==> config.mk <==
export PLATFORM = sky130hd
export DESIGN_NAME = iib_core
export DESIGN_NICKNAME = d
export VERILOG_FILES = /design/src/iib_pkg.sv /design/src/iib_alu_if.sv /design/src/iib_core.sv /design/src/iib_alu.sv
export SDC_FILE = /design/constraint.sdc
export NUM_CORES = 1
export LEC_CHECK = 0
export BUFFER_PORTS_ARGS = -buffer_cell sky130_fd_sc_hd__buf_4
export CAP_MARGIN = 20
export CORE_UTILIZATION = 40
export CTS_CLUSTER_DIAMETER = 40
export DETAILED_ROUTE_END_ITERATION = 12
export GPL_TIMING_DRIVEN = 0
export PLACE_DENSITY = 0.65
export SYNTH_ARGS = -nofsm -noshare
export SYNTH_HDL_FRONTEND = slang
export SYNTH_SLANG_ARGS = --single-unit
==> constraint.sdc <==
create_clock -name CLK -period 3.9 [get_ports CLK]
set_clock_uncertainty 0.2 [all_clocks]
set_input_delay 0.78 -clock CLK [delete_from_list [all_inputs] [get_ports CLK]]
set_output_delay 0.78 -clock CLK [all_outputs]
set_load 0.01 [all_outputs]
==> src/iib_pkg.sv <==
`default_nettype none
package iib_pkg;
   // Operand and element size
   typedef enum logic [1:0] {
      SZ_BYTE = 2'b00,
      SZ_WORD = 2'b01,
      SZ_LONG = 2'b10
   } iib_size_t;

   // Operation issued by the decoder
   typedef enum logic [1:0] {
      OP_NONE                = 2'b00,
      OP_LOCKED_MEMORY_INC   = 2'b01,
      OP_PORT_INPUT_DESC     = 2'b10
   } iib_op_t;

   // Flag vector layout
   localparam int FLAG_W = 6;
   localparam int FLAG_C = 0;
   localparam int FLAG_Z = 1;
   localparam int FLAG_S = 2;
   localparam int FLAG_V = 3;
   localparam int FLAG_D = 4;
   localparam int FLAG_H = 5;

   // Register byte offsets
   localparam logic [7:0] ADDR_CTRL   = 8'h00;
   localparam logic [7:0] ADDR_STATUS = 8'h04;
   localparam logic [7:0] ADDR_MASK   = 8'h08;
   localparam logic [7:0] ADDR_FLAGS  = 8'h0C;

   // Control bits and reset values
   localparam int CTRL_OVF_TRAP_EN   = 0;
   localparam logic [31:0] CTRL_RST  = 32'h0000_0001;
   localparam int EV_W               = 3;
   localparam int EV_DONE            = 0;
   localparam int EV_OVF             = 1;
   localparam int EV_PRIV            = 2;
   localparam logic [EV_W-1:0] EV_RST = 3'h0;

   // Data mask for a size
   function automatic logic [31:0] sz_mask(input iib_size_t s);
      case (s)
         SZ_BYTE: sz_mask = 32'h0000_00FF;
         SZ_WORD: sz_mask = 32'h0000_FFFF;
         default: sz_mask = 32'hFFFF_FFFF;
      endcase
   endfunction

   // Sign bit of a value at a size
   function automatic logic sz_msb(input logic [31:0] v,
                                   input iib_size_t s);
      case (s)
         SZ_BYTE: sz_msb = v[7];
         SZ_WORD: sz_msb = v[15];
         default: sz_msb = v[31];
      endcase
   endfunction

   // Pointer step for a size
   function automatic logic [31:0] sz_elem(input iib_size_t s);
      case (s)
         SZ_BYTE: sz_elem = 32'h0000_0001;
         SZ_WORD: sz_elem = 32'h0000_0002;
         default: sz_elem = 32'h0000_0004;
      endcase
   endfunction
endpackage
`default_nettype wire

==> src/iib_alu_if.sv <==
`timescale 1ns/100ps
`default_nettype none
interface iib_alu_if;
   logic [31:0]        operand;   // Memory operand before the add
   iib_pkg::iib_size_t size;      // Operand size
   logic [4:0]         addend;    // Increment value 1..16
   logic [31:0]        sum;       // Masked sum
   logic               zero;      // Sum is zero
   logic               sign;      // Sum is negative
   logic               ovf;       // Signed overflow
   logic [31:0]        ptr_in;    // Destination pointer
   logic [31:0]        ptr_dec;   // Pointer less one element
   logic [15:0]        cnt_in;    // Count register
   logic [15:0]        cnt_dec;   // Count less one
   logic               cnt_zero;  // Decremented count is zero
   modport core (output operand, size, addend, ptr_in, cnt_in,
                 input sum, zero, sign, ovf, ptr_dec, cnt_dec, cnt_zero);
   modport alu  (input operand, size, addend, ptr_in, cnt_in,
                 output sum, zero, sign, ovf, ptr_dec, cnt_dec, cnt_zero);
endinterface
`default_nettype wire

==> src/iib_core.sv <==
// How it works
// - Locked add of 1..16, written back
// - Immediate field holds increment minus one
// - Bus lock held from read to write
// - Zero flag set when sum is zero
// - Sign flag copies sum sign bit
// - Overflow flag on same-sign inputs, flipped sum
// - Port element read, stored at destination
// - Port address is 16-bit source word
// - Pointer decremented by 1, 2 or 4
// - Count register decremented by one
// - Source register left untouched
// - Overflow flag marks count reaching zero
`timescale 1ns/100ps
`default_nettype none
module iib_core (
   input  wire logic               CLK,
   input  wire logic               RESETN,
   input  wire logic               START,
   input  wire iib_pkg::iib_op_t   OPCODE,
   input  wire iib_pkg::iib_size_t SIZE,
   input  wire logic [3:0]         IMM_CODE,
   input  wire logic               SYS_MODE,
   input  wire logic [5:0]         FLAGS_IN,
   input  wire logic [31:0]        DST_PTR,
   input  wire logic [15:0]        SRC_PORT,
   input  wire logic [15:0]        COUNT_IN,
   output logic                    BUSY,
   output logic                    DONE,
   output logic [5:0]              FLAGS_OUT,
   output logic [31:0]             PTR_OUT,
   output logic [15:0]             COUNT_OUT,
   output logic                    WB_REGS,
   output logic                    TRAP_OVF,
   output logic                    TRAP_PRIV,
   output logic                    MEM_REQ,
   output logic                    MEM_WE,
   output logic                    MEM_LOCK,
   output logic [31:0]             MEM_ADDR,
   output logic [31:0]             MEM_WDATA,
   output iib_pkg::iib_size_t      MEM_SIZE,
   input  wire logic [31:0]        MEM_RDATA,
   input  wire logic               MEM_ACK,
   output logic                    IO_REQ,
   output logic [15:0]             IO_ADDR,
   output iib_pkg::iib_size_t      IO_SIZE,
   input  wire logic [31:0]        IO_RDATA,
   input  wire logic               IO_ACK,
   input  wire logic [7:0]         REG_ADDR,
   input  wire logic [31:0]        REG_WDATA,
   input  wire logic               REG_WR,
   input  wire logic               REG_RD,
   output logic [31:0]             REG_RDATA,
   output logic                    IRQ
);
   import iib_pkg::*;

   // Sequencer states
   typedef enum logic [2:0] {
      ST_IDLE = 3'b000,
      ST_LRD  = 3'b001,
      ST_LWR  = 3'b010,
      ST_IORD = 3'b011,
      ST_MWR  = 3'b100
   } iib_state_t;

   iib_state_t        st_q, st_d;         // Sequencer state
   iib_op_t           op_q, op_d;         // Operation in flight
   iib_size_t         sz_q, sz_d;         // Operand size
   logic [3:0]        imm_q, imm_d;       // Immediate field
   logic [31:0]       ptr_q, ptr_d;       // Destination pointer
   logic [15:0]       src_q, src_d;       // Port address copy
   logic [15:0]       cnt_q, cnt_d;       // Count copy
   logic [5:0]        fin_q, fin_d;       // Flags at issue
   logic [31:0]       opnd_q, opnd_d;     // Value read under lock
   logic [31:0]       res_q, res_d;       // Sum written back
   logic [2:0]        pend_q, pend_d;     // Z, S, V of the sum
   logic              busy_q, busy_d;
   logic              done_q, done_d;
   logic [5:0]        fout_q, fout_d;
   logic [31:0]       pout_q, pout_d;
   logic [15:0]       cout_q, cout_d;
   logic              wb_q, wb_d;
   logic              tovf_q, tovf_d;
   logic              tprv_q, tprv_d;
   logic              mreq_q, mreq_d;
   logic              mwe_q, mwe_d;
   logic              mlock_q, mlock_d;
   logic [31:0]       maddr_q, maddr_d;
   logic [31:0]       mwd_q, mwd_d;
   logic              ioreq_q, ioreq_d;
   logic [31:0]       ctrl_q, ctrl_d;     // Control register
   logic [EV_W-1:0]   sts_q, sts_d;       // Sticky events
   logic [EV_W-1:0]   msk_q, msk_d;       // Event mask
   logic [31:0]       rdat_q, rdat_d;     // Read data
   logic              irq_q, irq_d;
   logic [EV_W-1:0]   ev;                 // Events this cycle
   logic [EV_W-1:0]   clr;                // Write-one-clear bits

   iib_alu_if u_if ();
   iib_alu    u_alu (.a(u_if));

   // Feed the datapath
   assign u_if.operand = MEM_RDATA;
   assign u_if.size    = sz_q;
   assign u_if.addend  = {1'b0, imm_q} + 5'h01;
   assign u_if.ptr_in  = ptr_q;
   assign u_if.cnt_in  = cnt_q;

   // Sequencer next values
   always_comb begin
      st_d = st_q;   op_d = op_q;   sz_d = sz_q;   imm_d = imm_q;
      ptr_d = ptr_q; src_d = src_q; cnt_d = cnt_q; fin_d = fin_q;
      opnd_d = opnd_q; res_d = res_q; pend_d = pend_q;
      busy_d = busy_q; fout_d = fout_q; pout_d = pout_q;
      cout_d = cout_q; mreq_d = mreq_q; mwe_d = mwe_q;
      mlock_d = mlock_q; maddr_d = maddr_q; mwd_d = mwd_q;
      ioreq_d = ioreq_q;
      // Pulses default low
      done_d = 1'b0;
      wb_d   = 1'b0;
      tovf_d = 1'b0;
      tprv_d = 1'b0;
      case (st_q)
         ST_IDLE: begin
            if (START && OPCODE != OP_NONE) begin
               op_d  = OPCODE;
               sz_d  = SIZE;
               imm_d = IMM_CODE;
               ptr_d = DST_PTR;
               src_d = SRC_PORT;    // Copy only, never written back
               cnt_d = COUNT_IN;
               fin_d = FLAGS_IN;
               if (OPCODE == OP_LOCKED_MEMORY_INC) begin
                  // Locked read of the operand
                  maddr_d = DST_PTR;
                  mreq_d  = 1'b1;
                  mwe_d   = 1'b0;
                  mlock_d = 1'b1;
                  busy_d  = 1'b1;
                  st_d    = ST_LRD;
               end else if (!SYS_MODE) begin
                  // Normal mode: trap, no transfer
                  tprv_d = 1'b1;
                  done_d = 1'b1;
                  fout_d = FLAGS_IN;
               end else begin
                  ioreq_d = 1'b1;  // Port read
                  busy_d  = 1'b1;
                  st_d    = ST_IORD;
               end
            end
         end
         ST_LRD: begin
            if (MEM_ACK) begin
               // Sum goes back to the same address
               opnd_d = MEM_RDATA & sz_mask(sz_q);
               res_d  = u_if.sum;
               mwd_d  = u_if.sum;
               pend_d = {u_if.ovf, u_if.sign, u_if.zero};
               mwe_d  = 1'b1;
               st_d   = ST_LWR;
            end
         end
         ST_LWR: begin
            if (MEM_ACK) begin
               mreq_d  = 1'b0;
               mwe_d   = 1'b0;
               mlock_d = 1'b0;   // Lock ends with the store
               fout_d  = fin_q;  // C, D, H untouched
               fout_d[FLAG_Z] = pend_q[0];
               fout_d[FLAG_S] = pend_q[1];
               fout_d[FLAG_V] = pend_q[2];
               tovf_d  = pend_q[2] && ctrl_q[CTRL_OVF_TRAP_EN];
               done_d  = 1'b1;
               busy_d  = 1'b0;
               st_d    = ST_IDLE;
            end
         end
         ST_IORD: begin
            if (IO_ACK) begin
               // Store the element at the pointer
               ioreq_d = 1'b0;
               mreq_d  = 1'b1;
               mwe_d   = 1'b1;
               maddr_d = ptr_q;
               mwd_d   = IO_RDATA & sz_mask(sz_q);
               st_d    = ST_MWR;
            end
         end
         ST_MWR: begin
            if (MEM_ACK) begin
               mreq_d = 1'b0;
               mwe_d  = 1'b0;
               pout_d = u_if.ptr_dec;
               cout_d = u_if.cnt_dec;
               wb_d   = 1'b1;
               fout_d = fin_q;
               fout_d[FLAG_V] = u_if.cnt_zero;
               done_d = 1'b1;
               busy_d = 1'b0;
               st_d   = ST_IDLE;
            end
         end
         default: begin
            st_d = ST_IDLE;
         end
      endcase
   end

   // Sequencer registers
   always_ff @(posedge CLK) begin
      if (!RESETN) begin
         st_q <= ST_IDLE;     op_q <= OP_NONE;    sz_q <= SZ_BYTE;
         imm_q <= 4'h0;       ptr_q <= 32'h0000_0000;
         src_q <= 16'h0000;   cnt_q <= 16'h0000;  fin_q <= 6'h00;
         opnd_q <= 32'h0000_0000; res_q <= 32'h0000_0000;
         pend_q <= 3'h0;      busy_q <= 1'b0;     done_q <= 1'b0;
         fout_q <= 6'h00;     pout_q <= 32'h0000_0000;
         cout_q <= 16'h0000;  wb_q <= 1'b0;       tovf_q <= 1'b0;
         tprv_q <= 1'b0;      mreq_q <= 1'b0;     mwe_q <= 1'b0;
         mlock_q <= 1'b0;     maddr_q <= 32'h0000_0000;
         mwd_q <= 32'h0000_0000; ioreq_q <= 1'b0;
      end else begin
         st_q <= st_d;        op_q <= op_d;       sz_q <= sz_d;
         imm_q <= imm_d;      ptr_q <= ptr_d;
         src_q <= src_d;      cnt_q <= cnt_d;     fin_q <= fin_d;
         opnd_q <= opnd_d;    res_q <= res_d;
         pend_q <= pend_d;    busy_q <= busy_d;   done_q <= done_d;
         fout_q <= fout_d;    pout_q <= pout_d;
         cout_q <= cout_d;    wb_q <= wb_d;       tovf_q <= tovf_d;
         tprv_q <= tprv_d;    mreq_q <= mreq_d;   mwe_q <= mwe_d;
         mlock_q <= mlock_d;  maddr_q <= maddr_d;
         mwd_q <= mwd_d;      ioreq_q <= ioreq_d;
      end
   end

   // Register file next values; a new event beats its clear
   always_comb begin
      ev = 3'h0;
      ev[EV_DONE] = done_q;
      ev[EV_OVF]  = tovf_q;
      ev[EV_PRIV] = tprv_q;
      clr    = (REG_WR && REG_ADDR == ADDR_STATUS) ?
               REG_WDATA[EV_W-1:0] : 3'h0;
      ctrl_d = ctrl_q;
      msk_d  = msk_q;
      if (REG_WR && REG_ADDR == ADDR_CTRL) begin
         ctrl_d = REG_WDATA & 32'h0000_0001;
      end
      if (REG_WR && REG_ADDR == ADDR_MASK) begin
         msk_d = REG_WDATA[EV_W-1:0];
      end
      sts_d  = (sts_q & ~clr) | ev;
      irq_d  = |(sts_d & msk_d);
      rdat_d = 32'h0000_0000;
      if (REG_RD) begin
         case (REG_ADDR)
            ADDR_CTRL:   rdat_d = ctrl_q;
            ADDR_STATUS: rdat_d = {29'h0000_0000, sts_q};
            ADDR_MASK:   rdat_d = {29'h0000_0000, msk_q};
            ADDR_FLAGS:  rdat_d = {25'h000_0000, busy_q, fout_q};
            default:     rdat_d = 32'h0000_0000;
         endcase
      end
   end

   // Register file registers
   always_ff @(posedge CLK) begin
      if (!RESETN) begin
         ctrl_q <= CTRL_RST;
         sts_q  <= EV_RST;
         msk_q  <= EV_RST;
         rdat_q <= 32'h0000_0000;
         irq_q  <= 1'b0;
      end else begin
         ctrl_q <= ctrl_d;
         sts_q  <= sts_d;
         msk_q  <= msk_d;
         rdat_q <= rdat_d;
         irq_q  <= irq_d;
      end
   end

   // Outputs straight from flip-flops
   assign BUSY      = busy_q;
   assign DONE      = done_q;
   assign FLAGS_OUT = fout_q;
   assign PTR_OUT   = pout_q;
   assign COUNT_OUT = cout_q;
   assign WB_REGS   = wb_q;
   assign TRAP_OVF  = tovf_q;
   assign TRAP_PRIV = tprv_q;
   assign MEM_REQ   = mreq_q;
   assign MEM_WE    = mwe_q;
   assign MEM_LOCK  = mlock_q;
   assign MEM_ADDR  = maddr_q;
   assign MEM_WDATA = mwd_q;
   assign MEM_SIZE  = sz_q;
   assign IO_REQ    = ioreq_q;
   assign IO_ADDR   = src_q;
   assign IO_SIZE   = sz_q;
   assign REG_RDATA = rdat_q;
   assign IRQ       = irq_q;

   logic inc_done;   // Increment finished this cycle
   logic ind_done;   // Block step finished this cycle
   assign inc_done = DONE && op_q == OP_LOCKED_MEMORY_INC;
   assign ind_done = DONE && op_q == OP_PORT_INPUT_DESC && !TRAP_PRIV;
endmodule
`default_nettype wire

==> src/iib_alu.sv <==
`timescale 1ns/100ps
`default_nettype none
module iib_alu (
   iib_alu_if.alu a
);
   import iib_pkg::*;
   logic [31:0] raw;   // Unmasked sum
   logic        a_s;   // Sign of memory operand
   logic        b_s;   // Sign of addend
   // Two's complement add, cut back to the operand size
   always_comb begin
      raw    = a.operand + {27'h000_0000, a.addend};
      a.sum  = raw & sz_mask(a.size);
      a.zero = (a.sum == 32'h0000_0000);
      a.sign = sz_msb(a.sum, a.size);
      a_s    = sz_msb(a.operand, a.size);
      b_s    = sz_msb({27'h000_0000, a.addend}, a.size);
      // Same signs in, other sign out
      a.ovf  = (a_s == b_s) && (a.sign != a_s);
   end
   // Pointer and count steps of the block input
   always_comb begin
      a.ptr_dec  = a.ptr_in - sz_elem(a.size);
      a.cnt_dec  = a.cnt_in - 16'h0001;
      a.cnt_zero = (a.cnt_dec == 16'h0000);
   end
endmodule
`default_nettype wire

; ---- After elaboration in Yosys (flattened, before gate mapping)
; Index checks and enable logic that the tools add are counted.
[totals]
reg_bits = 249
wordCells = 148
[op_classes]
eq_ne = 21
n_mux = 52
n_addsub = 4
reduce_logical = 37
bitwise = 7
[op_table]
columns = cell, n
row1 = 32-bit 2-to-1 mux, 7
row2 = 32-bit case mux with 2 select lines, 3
row3 = 32-bit bitwise AND, 2
row4 = 32-bit by 5-bit adder with 32-bit output, 1
row5 = 32-bit zero test, 1
row6 = 32-bit by 3-bit subtractor with 32-bit output, 1
row7 = 6-bit 2-to-1 mux, 5
row8 = 7-bit case mux with 4 select lines, 1
row9 = 3-bit 2-to-1 mux, 8
row10 = 2-bit != test (second input constant), 9
row11 = 6-bit case mux with 3 select lines, 1
row12 = 1-bit 2-to-1 mux, 17
row13 = 8-bit by 4-bit == test with 1-bit output (second input constant), 2
row14 = 16-bit zero test, 1
row15 = 16-bit by 1-bit subtractor with 16-bit output (second input constant), 1
row16 = 5-bit AND reduction, 3
row17 = 1-bit case mux with 2 select lines, 6
row18 = 3-bit case mux with 4 select lines, 1
row19 = 2-bit AND reduction, 6
row20 = 4-bit AND reduction, 3
row21 = 6-bit AND reduction, 2
row22 = 2-bit nonzero test, 5
row23 = 8-bit by 3-bit == test with 1-bit output (second input constant), 1
row24 = 8-bit zero test, 1
row25 = 23 further kinds, 33

; ---- Longest topological paths before layout
; Gate-level depths: netlist of run 1.
[depth]
depth_word = 8
mapped_depth = 12
mapped_depth_nobuf = 11

; ---- Hierarchy
; From an unflattened synthesis of run 1, not the netlist that was laid out.
[hier_totals]
hier_cells = 1457
area_unflattened_um2 = 11312.1
[by_module_without_submodules]
columns = module, cells_per_inst, instances, area_each_um2
row1 = iib_core, 1122, 1, 9122.5
row2 = iib_alu, 335, 1, 2189.6

; ---- Worst setup path after synthesis of run 1
; No wires, ideal clock.
[synth_path]
path_type = input port to flip-flop
startpoint = in MEM_RDATA[0]
endpoint = reg pend_q[0]
path_buffers = 1
cell_stages = 12
slack_ns = 0.573
arrival_time_ns = 3.068
required_ns = 3.641
cell_sequence = inv_1 ha_1 inv_1 fa_1 a211oi_1 or3_1 buf_2 or3_1 a221oi_1 a2111oi_0 a41o_1 o31a_1
[synth_between]
elab_chain_cells = 3
[synth_rtl]
columns = item, line_no
row1 = from (decl), iib_core.sv:42  ; input wire logic [31:0] MEM_RDATA,
row2 = 32-bit by 5-bit adder with 32-bit output, iib_alu.sv:12  ; raw = a.operand + {27'h000_0000, a.addend};
row3 = 32-bit bitwise AND, iib_alu.sv:13  ; a.sum = raw & sz_mask(a.size);
row4 = 32-bit zero test, iib_alu.sv:14  ; a.zero = (a.sum == 32'h0000_0000);
row5 = to (signal assigned), iib_core.sv:229  ; pend_q <= pend_d; busy_q <= busy_d; done_q <= done_d;
row6 = to (decl), iib_core.sv:77  ; logic [2:0] pend_q, pend_d;
; Every way passes these cells.
; A chain may end at the register's enable or synchronous reset.

; ---- Worst setup path after layout of run 1
[layout_path]
startpoint = reg imm_q[0]
endpoint = reg pend_q[0]
[layout_between]
elab_chain_cells = 4
[layout_rtl]
columns = item, line_no
row1 = from (decl), iib_core.sv:70  ; logic [3:0] imm_q, imm_d;
row2 = from (signal assigned), iib_core.sv:226  ; imm_q <= imm_d; ptr_q <= ptr_d;
row3 = 4-bit by 1-bit adder with 5-bit output, iib_core.sv:106  ; assign u_if.addend = {1'b0, imm_q} + 5'h01;
row4 = 32-bit by 5-bit adder with 32-bit output, iib_alu.sv:12
row5 = 32-bit bitwise AND, iib_alu.sv:13
row6 = 32-bit zero test, iib_alu.sv:14
; Every way passes these cells.

==> results of run 1 <==
cells by family after synthesis:
logic type	count (synthesis)	synth area share [%]
AO/OA/AOI/OAI	324	19.3
multiplexers	25	2.42
AND/OR/NAND/NOR	608	25.0
adder cells (fa/ha/maj)	11	1.39
flip-flops	223	40.6
XOR/XNOR	66	5.25
buffers and inverters	147	6.03
other	1	0.0341
cells in the mapped netlist (all sizes together), types with 11 or more instances:
cell,n,area share (%)
a211oi,49,3.3
a21oi,122,5.5
a22oi,13,0.89
a311oi,46,3.7
buf,45,2.5
clkbuf,78,2.7
dfxtp,223,41
inv,23,0.78
mux2i,21,1.9
nand2,278,9.5
nand3,26,1.2
nor2,173,5.9
nor3,26,1.2
nor4,11,0.96
o21ai,45,2.0
or3,22,1.3
or4,11,0.89
xnor2,47,3.7
xor2,19,1.5
what timing repair did:
item,4_1_cts,5_1_grt
hold buffers,0,0
endpoints found under the setup margin,0,4
gates resized for setup,0,2
registers in the layout, summed over array words and instances, names as in the netlist, 4 cells and up:
register / count
MEM_WDATA: 32
REG_RDATA: 7
cnt_q: 16
PTR_OUT: 32
COUNT_OUT: 16
imm_q: 4
fin_q: 5
ptr_q: 32
MEM_ADDR: 32
FLAGS_OUT: 6
IO_ADDR: 16
stage by stage:
stage / cells / setup TNS [ns]
after detailed placement: 2082 / -0.231
after global routing: 2149 / 0
final: 2150 / 0
after global placement: 2082 / -0.272
after floorplan: 1429 / 0
after CTS: 2149 / 0
critical path: stages, from the launching register on:
cell	delay (ns)
sky130_fd_sc_hd__dfxtp_1	0.32
sky130_fd_sc_hd__inv_1	0.10
sky130_fd_sc_hd__ha_1	0.17
sky130_fd_sc_hd__inv_1	0.05
sky130_fd_sc_hd__fa_1	0.42
sky130_fd_sc_hd__a211oi_1	0.63
sky130_fd_sc_hd__or3_1	0.20
sky130_fd_sc_hd__buf_2	0.18
sky130_fd_sc_hd__or3_1	0.16
sky130_fd_sc_hd__a221oi_1	0.10
sky130_fd_sc_hd__a2111oi_1	0.62
sky130_fd_sc_hd__a41o_1	0.26
sky130_fd_sc_hd__o31a_1	0.16
power groups by stage:
stage               sequential (W)  clock (W)  combinational [W]
floorplan                  0.00295          0            0.00172
global placement           0.00290          0            0.00287
detailed placement         0.00291          0            0.00290
CTS                        0.00287    0.00343            0.00292
global route               0.00291    0.00353            0.00323
finish                     0.00287    0.00338            0.00294
metal layers:
metal  routed length, um  part of all wire (%)
met1               17600                    43
met2               18500                    45
met3                3200                   7.9
met4                1350                   3.3
met5                   0                     0
final cells by class:
class	instances	area, um^2
fill	2584	11800
multi-input combinational	1059	5970
sequential	223	4460
timing repair buffer	312	2340
clock buffer	45	986
buffer	123	573
tap	341	427
clock inverter	22	297
inverter	24	90.1
antenna	1	2.50
worst paths after layout:
check	from	endpoint	cells after the start
worst max-delay path	imm_q[0]	pend_q[0]	12
worst min register to register	IO_ADDR[8]	IO_ADDR[8]	2
worst max register to register	imm_q[0]	pend_q[0]	12
worst min-delay path	IO_ADDR[8]	IO_ADDR[8]	2
placed cells by master (no fill, tap or decap), types with 6 or more instances in the layout:
cell and count:
sky130_fd_sc_hd__clkinv_2 9, sky130_fd_sc_hd__and3_1 10, sky130_fd_sc_hd__o21ai_0 44, sky130_fd_sc_hd__nand2_1 277, sky130_fd_sc_hd__mux2i_1 21, sky130_fd_sc_hd__xnor2_1 47, sky130_fd_sc_hd__and2_1 10, sky130_fd_sc_hd__nor4_1 8
sky130_fd_sc_hd__nand4_1 8, sky130_fd_sc_hd__buf_1 10, sky130_fd_sc_hd__ha_1 9, sky130_fd_sc_hd__bufinv_16 6, sky130_fd_sc_hd__inv_1 22, sky130_fd_sc_hd__nor3_1 25, sky130_fd_sc_hd__buf_4 339, sky130_fd_sc_hd__or4_1 7
sky130_fd_sc_hd__a211oi_1 49, sky130_fd_sc_hd__xor2_1 19, sky130_fd_sc_hd__a21oi_1 122, sky130_fd_sc_hd__clkbuf_16 37, sky130_fd_sc_hd__a2111oi_0 6, sky130_fd_sc_hd__dfxtp_1 223, sky130_fd_sc_hd__a22oi_1 13, sky130_fd_sc_hd__a311oi_1 46
sky130_fd_sc_hd__or3_1 22, sky130_fd_sc_hd__nor2_1 173, sky130_fd_sc_hd__nand3_1 25, sky130_fd_sc_hd__nor2b_1 7, sky130_fd_sc_hd__conb_1 25, sky130_fd_sc_hd__buf_2 8, sky130_fd_sc_hd__clkbuf_1 83
==> results.txt, run 1 <==
----------------------------------------------------
[Run status]
  Result of the run ... finished clean

[Global routing]
  Wire length of the first global-routing pass ... 61900 um
  Pin count of the biggest net entering global routing ... 12
  Met2 capacity usage during global routing ... around 46%
  Overall Global Routing Usage ... 28.4%
  Number of global-route vias before repair ... 11000
  Busiest grt layer ... met2
  Total global routing overflow ... 0
  Met1 usage in global routing ... a little under two fifths
  GR met3 Demand/Resource ... 6.30%
  Initial antenna violation count ... 1

[Clocking]
  Register clock-pin slew on the reported worst setup and hold paths ... 0.05 ns
  Root Buffer ... sky130_fd_sc_hd__clkbuf_16
  Setup repair bufs after CTS ... 0
  Count of H-tree levels built during CTS ... 2
  Number of clock sinks ... between 200 and 250
  Cts bufs inserted ... 37
  Maximum buffer depth of the clock tree ... 3
  Clock tree from TritonCTS ... built
  Clock latency at the later pin of the worst-skew pair ... 0.52 ns

[Placed design]
  Final GP Congestion ... 0.929
  Port bufs ... 312
  Worst slack at placement ... -0.231 ns
  Estimated wirelength of the detail-placed design ... between 30000 and 40000 um
  Placement-stage cell area ... 13900 um^2

[Power and ir drop]
  Max VDD drop ... between 0.3 and 0.4 mV
  Overall power ... 0.00918 W
  Switching portion of total power ... between 30% and 40%
  Leakage power total ... 6.25 nW
  Combinational share of power ... 32.0%
  Cell internal pwr ... 0.00602 W
  Proportion of power drawn by flip-flops and latches ... a little under a third
  NetSw ... 0.00316 W
  Power per cell area ... 606 nW/um^2
  Proportion of power drawn by the clock network ... a little under two fifths

[Finish]
  Share of post-route cells with drive strength above 1 ... 24.2%
  Cell area after layout ... roughly 15000 um^2
  Final Net Count ... 1981
  Area delta synth->final ... 37.7%
  Share of the core filled with cells ... 56.2%

[Route]
  1st-pass router iterations ... 8
  Total wire length after detailed routing ... 40600 um
  Detail-routed via count per cell ... 5.38
  Routed len/inst ... approximately 19 um
  Via total after detailed routing ... roughly 12000
  Violation count after the first detailed-route iteration ... roughly 850
  Number of routed nets with antenna violations ... 0
  Residual DRC count ... 0

[Critical path]
  Kind of critical path ... reg -> reg
  Critical path data arrival time ... approximately 3.9 ns
  Worst-path maximum fanout ... 8
  Data required time at the worst endpoint ... 4.14 ns
  Type of element capturing the critical path ... flip-flop
  Slack of the worst reg-to-reg path ... 0.27 ns
  Type of element launching the critical path ... flip-flop

[Die]
  Width of the die ... around 170 um
  Row count ... 60
  Area of the placeable core ... 27000 um^2
  Area of the die ... between 20000 and 30000 um^2
  Effective utilization at floorplan ... 40.8%
  Die height ... 168 um
  Count of boundary I/O pins ... 370

[STA]
  Rel. slew slack ... 40.0%
  Unrepaired setup endpoints after global routing ... no
  Hold violation total from the final report ... 0
  Number of max-slew violations in the final report ... 0
  Fmax ... 275 MHz
  Fin crit period ... 3.63 ns
  Fin crit share ... 93.2%
  Worst hold slack ... 0.250 ns
  Setup violators final ... 0
  Worst-Margin Slew ... 0.900 ns
  Crit path setup slack, layout ... 0.266 ns

[Synth]
  Average size of a mapped cell ... 7.83 um^2
  Share of synthesized area occupied by flip-flops and latches ... 40.6%
  Asr flop ratio synth ... 0%
  Number of distinct library cells after synthesis ... 74
  Dominant synthesized flop cell ... sky130_fd_sc_hd__dfxtp_1
  Synthesized flop and latch total ... between 200 and 250
  Gate Count Post-Synth ... 1405
  Yosys synthesis warning count ... 0
  Synth Cell Area ... 11000 um^2
  Number of synthesized flops with an enable pin ... 0

[Job]
  Number of maximum-capacitance constraint violations ... 0

[Worst hold path]
  Type of the tightest min-delay check ... reg -> reg

----------------------------------------------------
No activity file was read; power rests on OpenSTA's default activity.
==> run 2: changes to the inputs <==
- CAP_MARGIN: 20 -> unset
- REMOVE_ABC_BUFFERS: unset -> 1
==> results.txt, run 2 (same netlist as run 1, synthesis figures left out) <==
----------------------------------------------------
[STA]
  Unrepaired setup endpoints after global routing ... no
  Setup violators final ... 0 (unchanged)
  Worst hold slack ... 0.252 ns (+0.00133 ns)
  Rel. slew slack ... 23.8% (-16 points)
  Number of max-slew violations in the final report ... 0 (unchanged)
  Hold violation total from the final report ... 0 (unchanged)
  Fmax ... 281 MHz (+2.2%)
  Total negative setup slack ... 0 ns (unchanged)
  Worst-Margin Slew ... 1.13 ns (+0.231 ns)
  Fin crit share ... 91.2% (-2.0 points)
  Fin crit period ... 3.56 ns (-0.0781 ns)

[Power and ir drop]
  Leakage power total ... 6.17 nW (-1.3%)
  Power per cell area ... 618 nW/um^2 (+2.1%)
  Max VDD drop ... 0.312 mV (-13%)
  Overall power ... 0.00931 W (+1.4%)

[Clocking]
  Root Buffer ... sky130_fd_sc_hd__clkbuf_16
  Register clock-pin slew on the reported worst setup and hold paths ... 0.05 ns (about the same)
  Maximum buffer depth of the clock tree ... 3 (unchanged)
  Count of H-tree levels built during CTS ... 2 (unchanged)
  Clock latency at the later pin of the worst-skew pair ... 0.52 ns (about the same)
  Cts bufs inserted ... 42 (+14%)
  Number of clock sinks ... 223 (unchanged)
  Clock tree from TritonCTS ... built

[Route]
  Routed len/inst ... 16.4 um (-13%)
  Detail-routed via count per cell ... 5.34 (-0.79%)
  Residual DRC count ... 0 (unchanged)
  Total wire length after detailed routing ... 33800 um (-17%)
  Via total after detailed routing ... 11000 (-5.1%)
  1st-pass router iterations ... 5 (-3)
  Number of routed nets with antenna violations ... 0 (unchanged)
  Violation count after the first detailed-route iteration ... 596 (-30%)

[Global routing]
  Total global routing overflow ... 0 (unchanged)
  Met1 usage in global routing ... 29.4% (-7.5 points)
  Number of global-route vias before repair ... 10200 (-7.2%)
  Wire length of the first global-routing pass ... 52900 um (-14%)
  Met2 capacity usage during global routing ... 37.7% (-8.1 points)
  Busiest grt layer ... met2
  Overall Global Routing Usage ... 23.0% (-5.4 points)
  Pin count of the biggest net entering global routing ... 103 (+91)
  GR met3 Demand/Resource ... 5.50% (-0.80 points)
  Initial antenna violation count ... 0 (-1)

[Critical path]
  R2R Path Start ... st_q[0]
  Worst-path maximum fanout ... 41 (+33)
  Endpoint of the worst setup timing path ... MEM_WDATA[20]
  Start point of the critical path ... st_q[0]
  Kind of critical path ... reg -> reg
  Slack of the worst reg-to-reg path ... 0.34 ns (+0.08 ns)
  Type of element capturing the critical path ... flip-flop
  Endpoint of the lowest-slack register-to-register path ... MEM_WDATA[20]
  Worst R2R Path Depth ... 8 (-4)
  Data required time at the worst endpoint ... 4.15 ns (about the same)
  Critical path data arrival time ... 3.80 ns (-0.08 ns)
  Type of element launching the critical path ... flip-flop

[Run status]
  Result of the run ... finished clean

[Die]
  Count of boundary I/O pins ... 370 (unchanged)
  Effective utilization at floorplan ... 40.8% (unchanged)
  Die height ... 168 um (unchanged)
  Row count ... 60 (unchanged)
  Area of the placeable core ... 27000 um^2 (unchanged)
  Width of the die ... 168 um (unchanged)
  Area of the die ... 28200 um^2 (unchanged)

[Finish]
  Commonest cells after routing, fill and taps aside ... 320 x sky130_fd_sc_hd__buf_4, 277 x sky130_fd_sc_hd__nand2_1, 222 x sky130_fd_sc_hd__dfxtp_1
  # diodes ... 0 (-1)
  Count of non-filler cells in the finished layout ... 2056 (-4.4%)
  Leading cell type in the layout, fill and taps excluded ... sky130_fd_sc_hd__buf_4
  Cell area after layout ... 15100 um^2 (-0.63%)
  Final Net Count ... 1883 (-4.9%)
  Share of post-route cells with drive strength above 1 ... 25.5% (+1.3 points)
  Number of filler cells placed in the layout ... 2517 (-2.6%)
  Area delta synth->final ... 36.9%

[Placed design]
  Estimated wirelength of the detail-placed design ... 23300 um (-25%)
  Inst Count DP ... 1973 (-5.2%)
  Placement-stage cell area ... 13600 um^2 (-1.9%)
  Final GP Congestion ... 0.869 (-6.5%)
  Port bufs ... 315 (+0.96%)

[Worst hold path]
  Worst hold start ... fin_q[2]
  Worst hold path cell count ... 2 (unchanged)
  Type of the tightest min-delay check ... reg -> reg

[Job]
  Number of maximum-capacitance constraint violations ... 0 (unchanged)

----------------------------------------------------
[run 2: changes by cell type in the layout (fill, tap and decap cells not counted), sizes merged]
cell	before	now
a21oi	122	123
buf	357	331
inv	28	29
clkbuf	123	56
clkinvlp	1	2
bufinv	6	3
diode	1	0
[run 2: what timing repair did]
item | CTS | global route
buffers inserted | 0 | 5
hold buffers | 0 | 0
resized for setup | 0 | 1
setup endpoints to repair | 0 | 29
[run 2: how the worst min path moves through the flow]
stage                         endpoint  slack [ns]
after floorplan              pend_q[1]        0.23
after global placement    MEM_WDATA[2]        0.24
after detailed placement  MEM_WDATA[0]        0.25
after CTS                 MEM_WDATA[0]        0.25
after global routing          imm_q[0]        0.27
final                         fin_q[2]        0.25
[run 2: per-layer routing]
layer,share of wire [%],up-vias
met5,0,-
met4,2.7,0
met3,7.5,69
li1,-,5432
met2,46,382
met1,43,5098
[run 2: cell type report]
class | instances | area [um^2] | area share (%)
multi-input combinational | 1060 | 6030 | 40.0
sequential | 223 | 4470 | 29.7
timing repair buffer | 331 | 2640 | 17.5
clock buffer | 56 | 1170 | 7.79
tap | 341 | 427 | 2.83
clock inverter | 21 | 235 | 1.56
inverter | 24 | 95.1 | 0.631
[run 2: power breakdown]
part	internal, W	switching (W)
clock	0.00233	0.00125
sequential	0.00262	0.000302
combinational	0.00121	0.00160
total	0.00616	0.00315
[run 2: per-stage QoR]
| stage | worst slack [ns] | util, % |
|---|---|---|
| finish | 0.344 | 55.9 |
| global route | 0.0815 | 55.9 |
| CTS | 0.0850 | 55.7 |
| detailed placement | -0.145 | 50.4 |
| global placement | -5.02 | 49.4 |
| floorplan | -1.65 | - |
[run 2: critical path: stages (launching register included)]
cell and delay (ns):
sky130_fd_sc_hd__dfxtp_1 0.72, sky130_fd_sc_hd__and3b_2 0.70, sky130_fd_sc_hd__buf_12 0.30, sky130_fd_sc_hd__nand2_1 0.10
sky130_fd_sc_hd__nand2_1 0.49, sky130_fd_sc_hd__nand2_1 0.42, sky130_fd_sc_hd__a211oi_1 0.36, sky130_fd_sc_hd__a21oi_1 0.07
sky130_fd_sc_hd__nor2_1 0.10
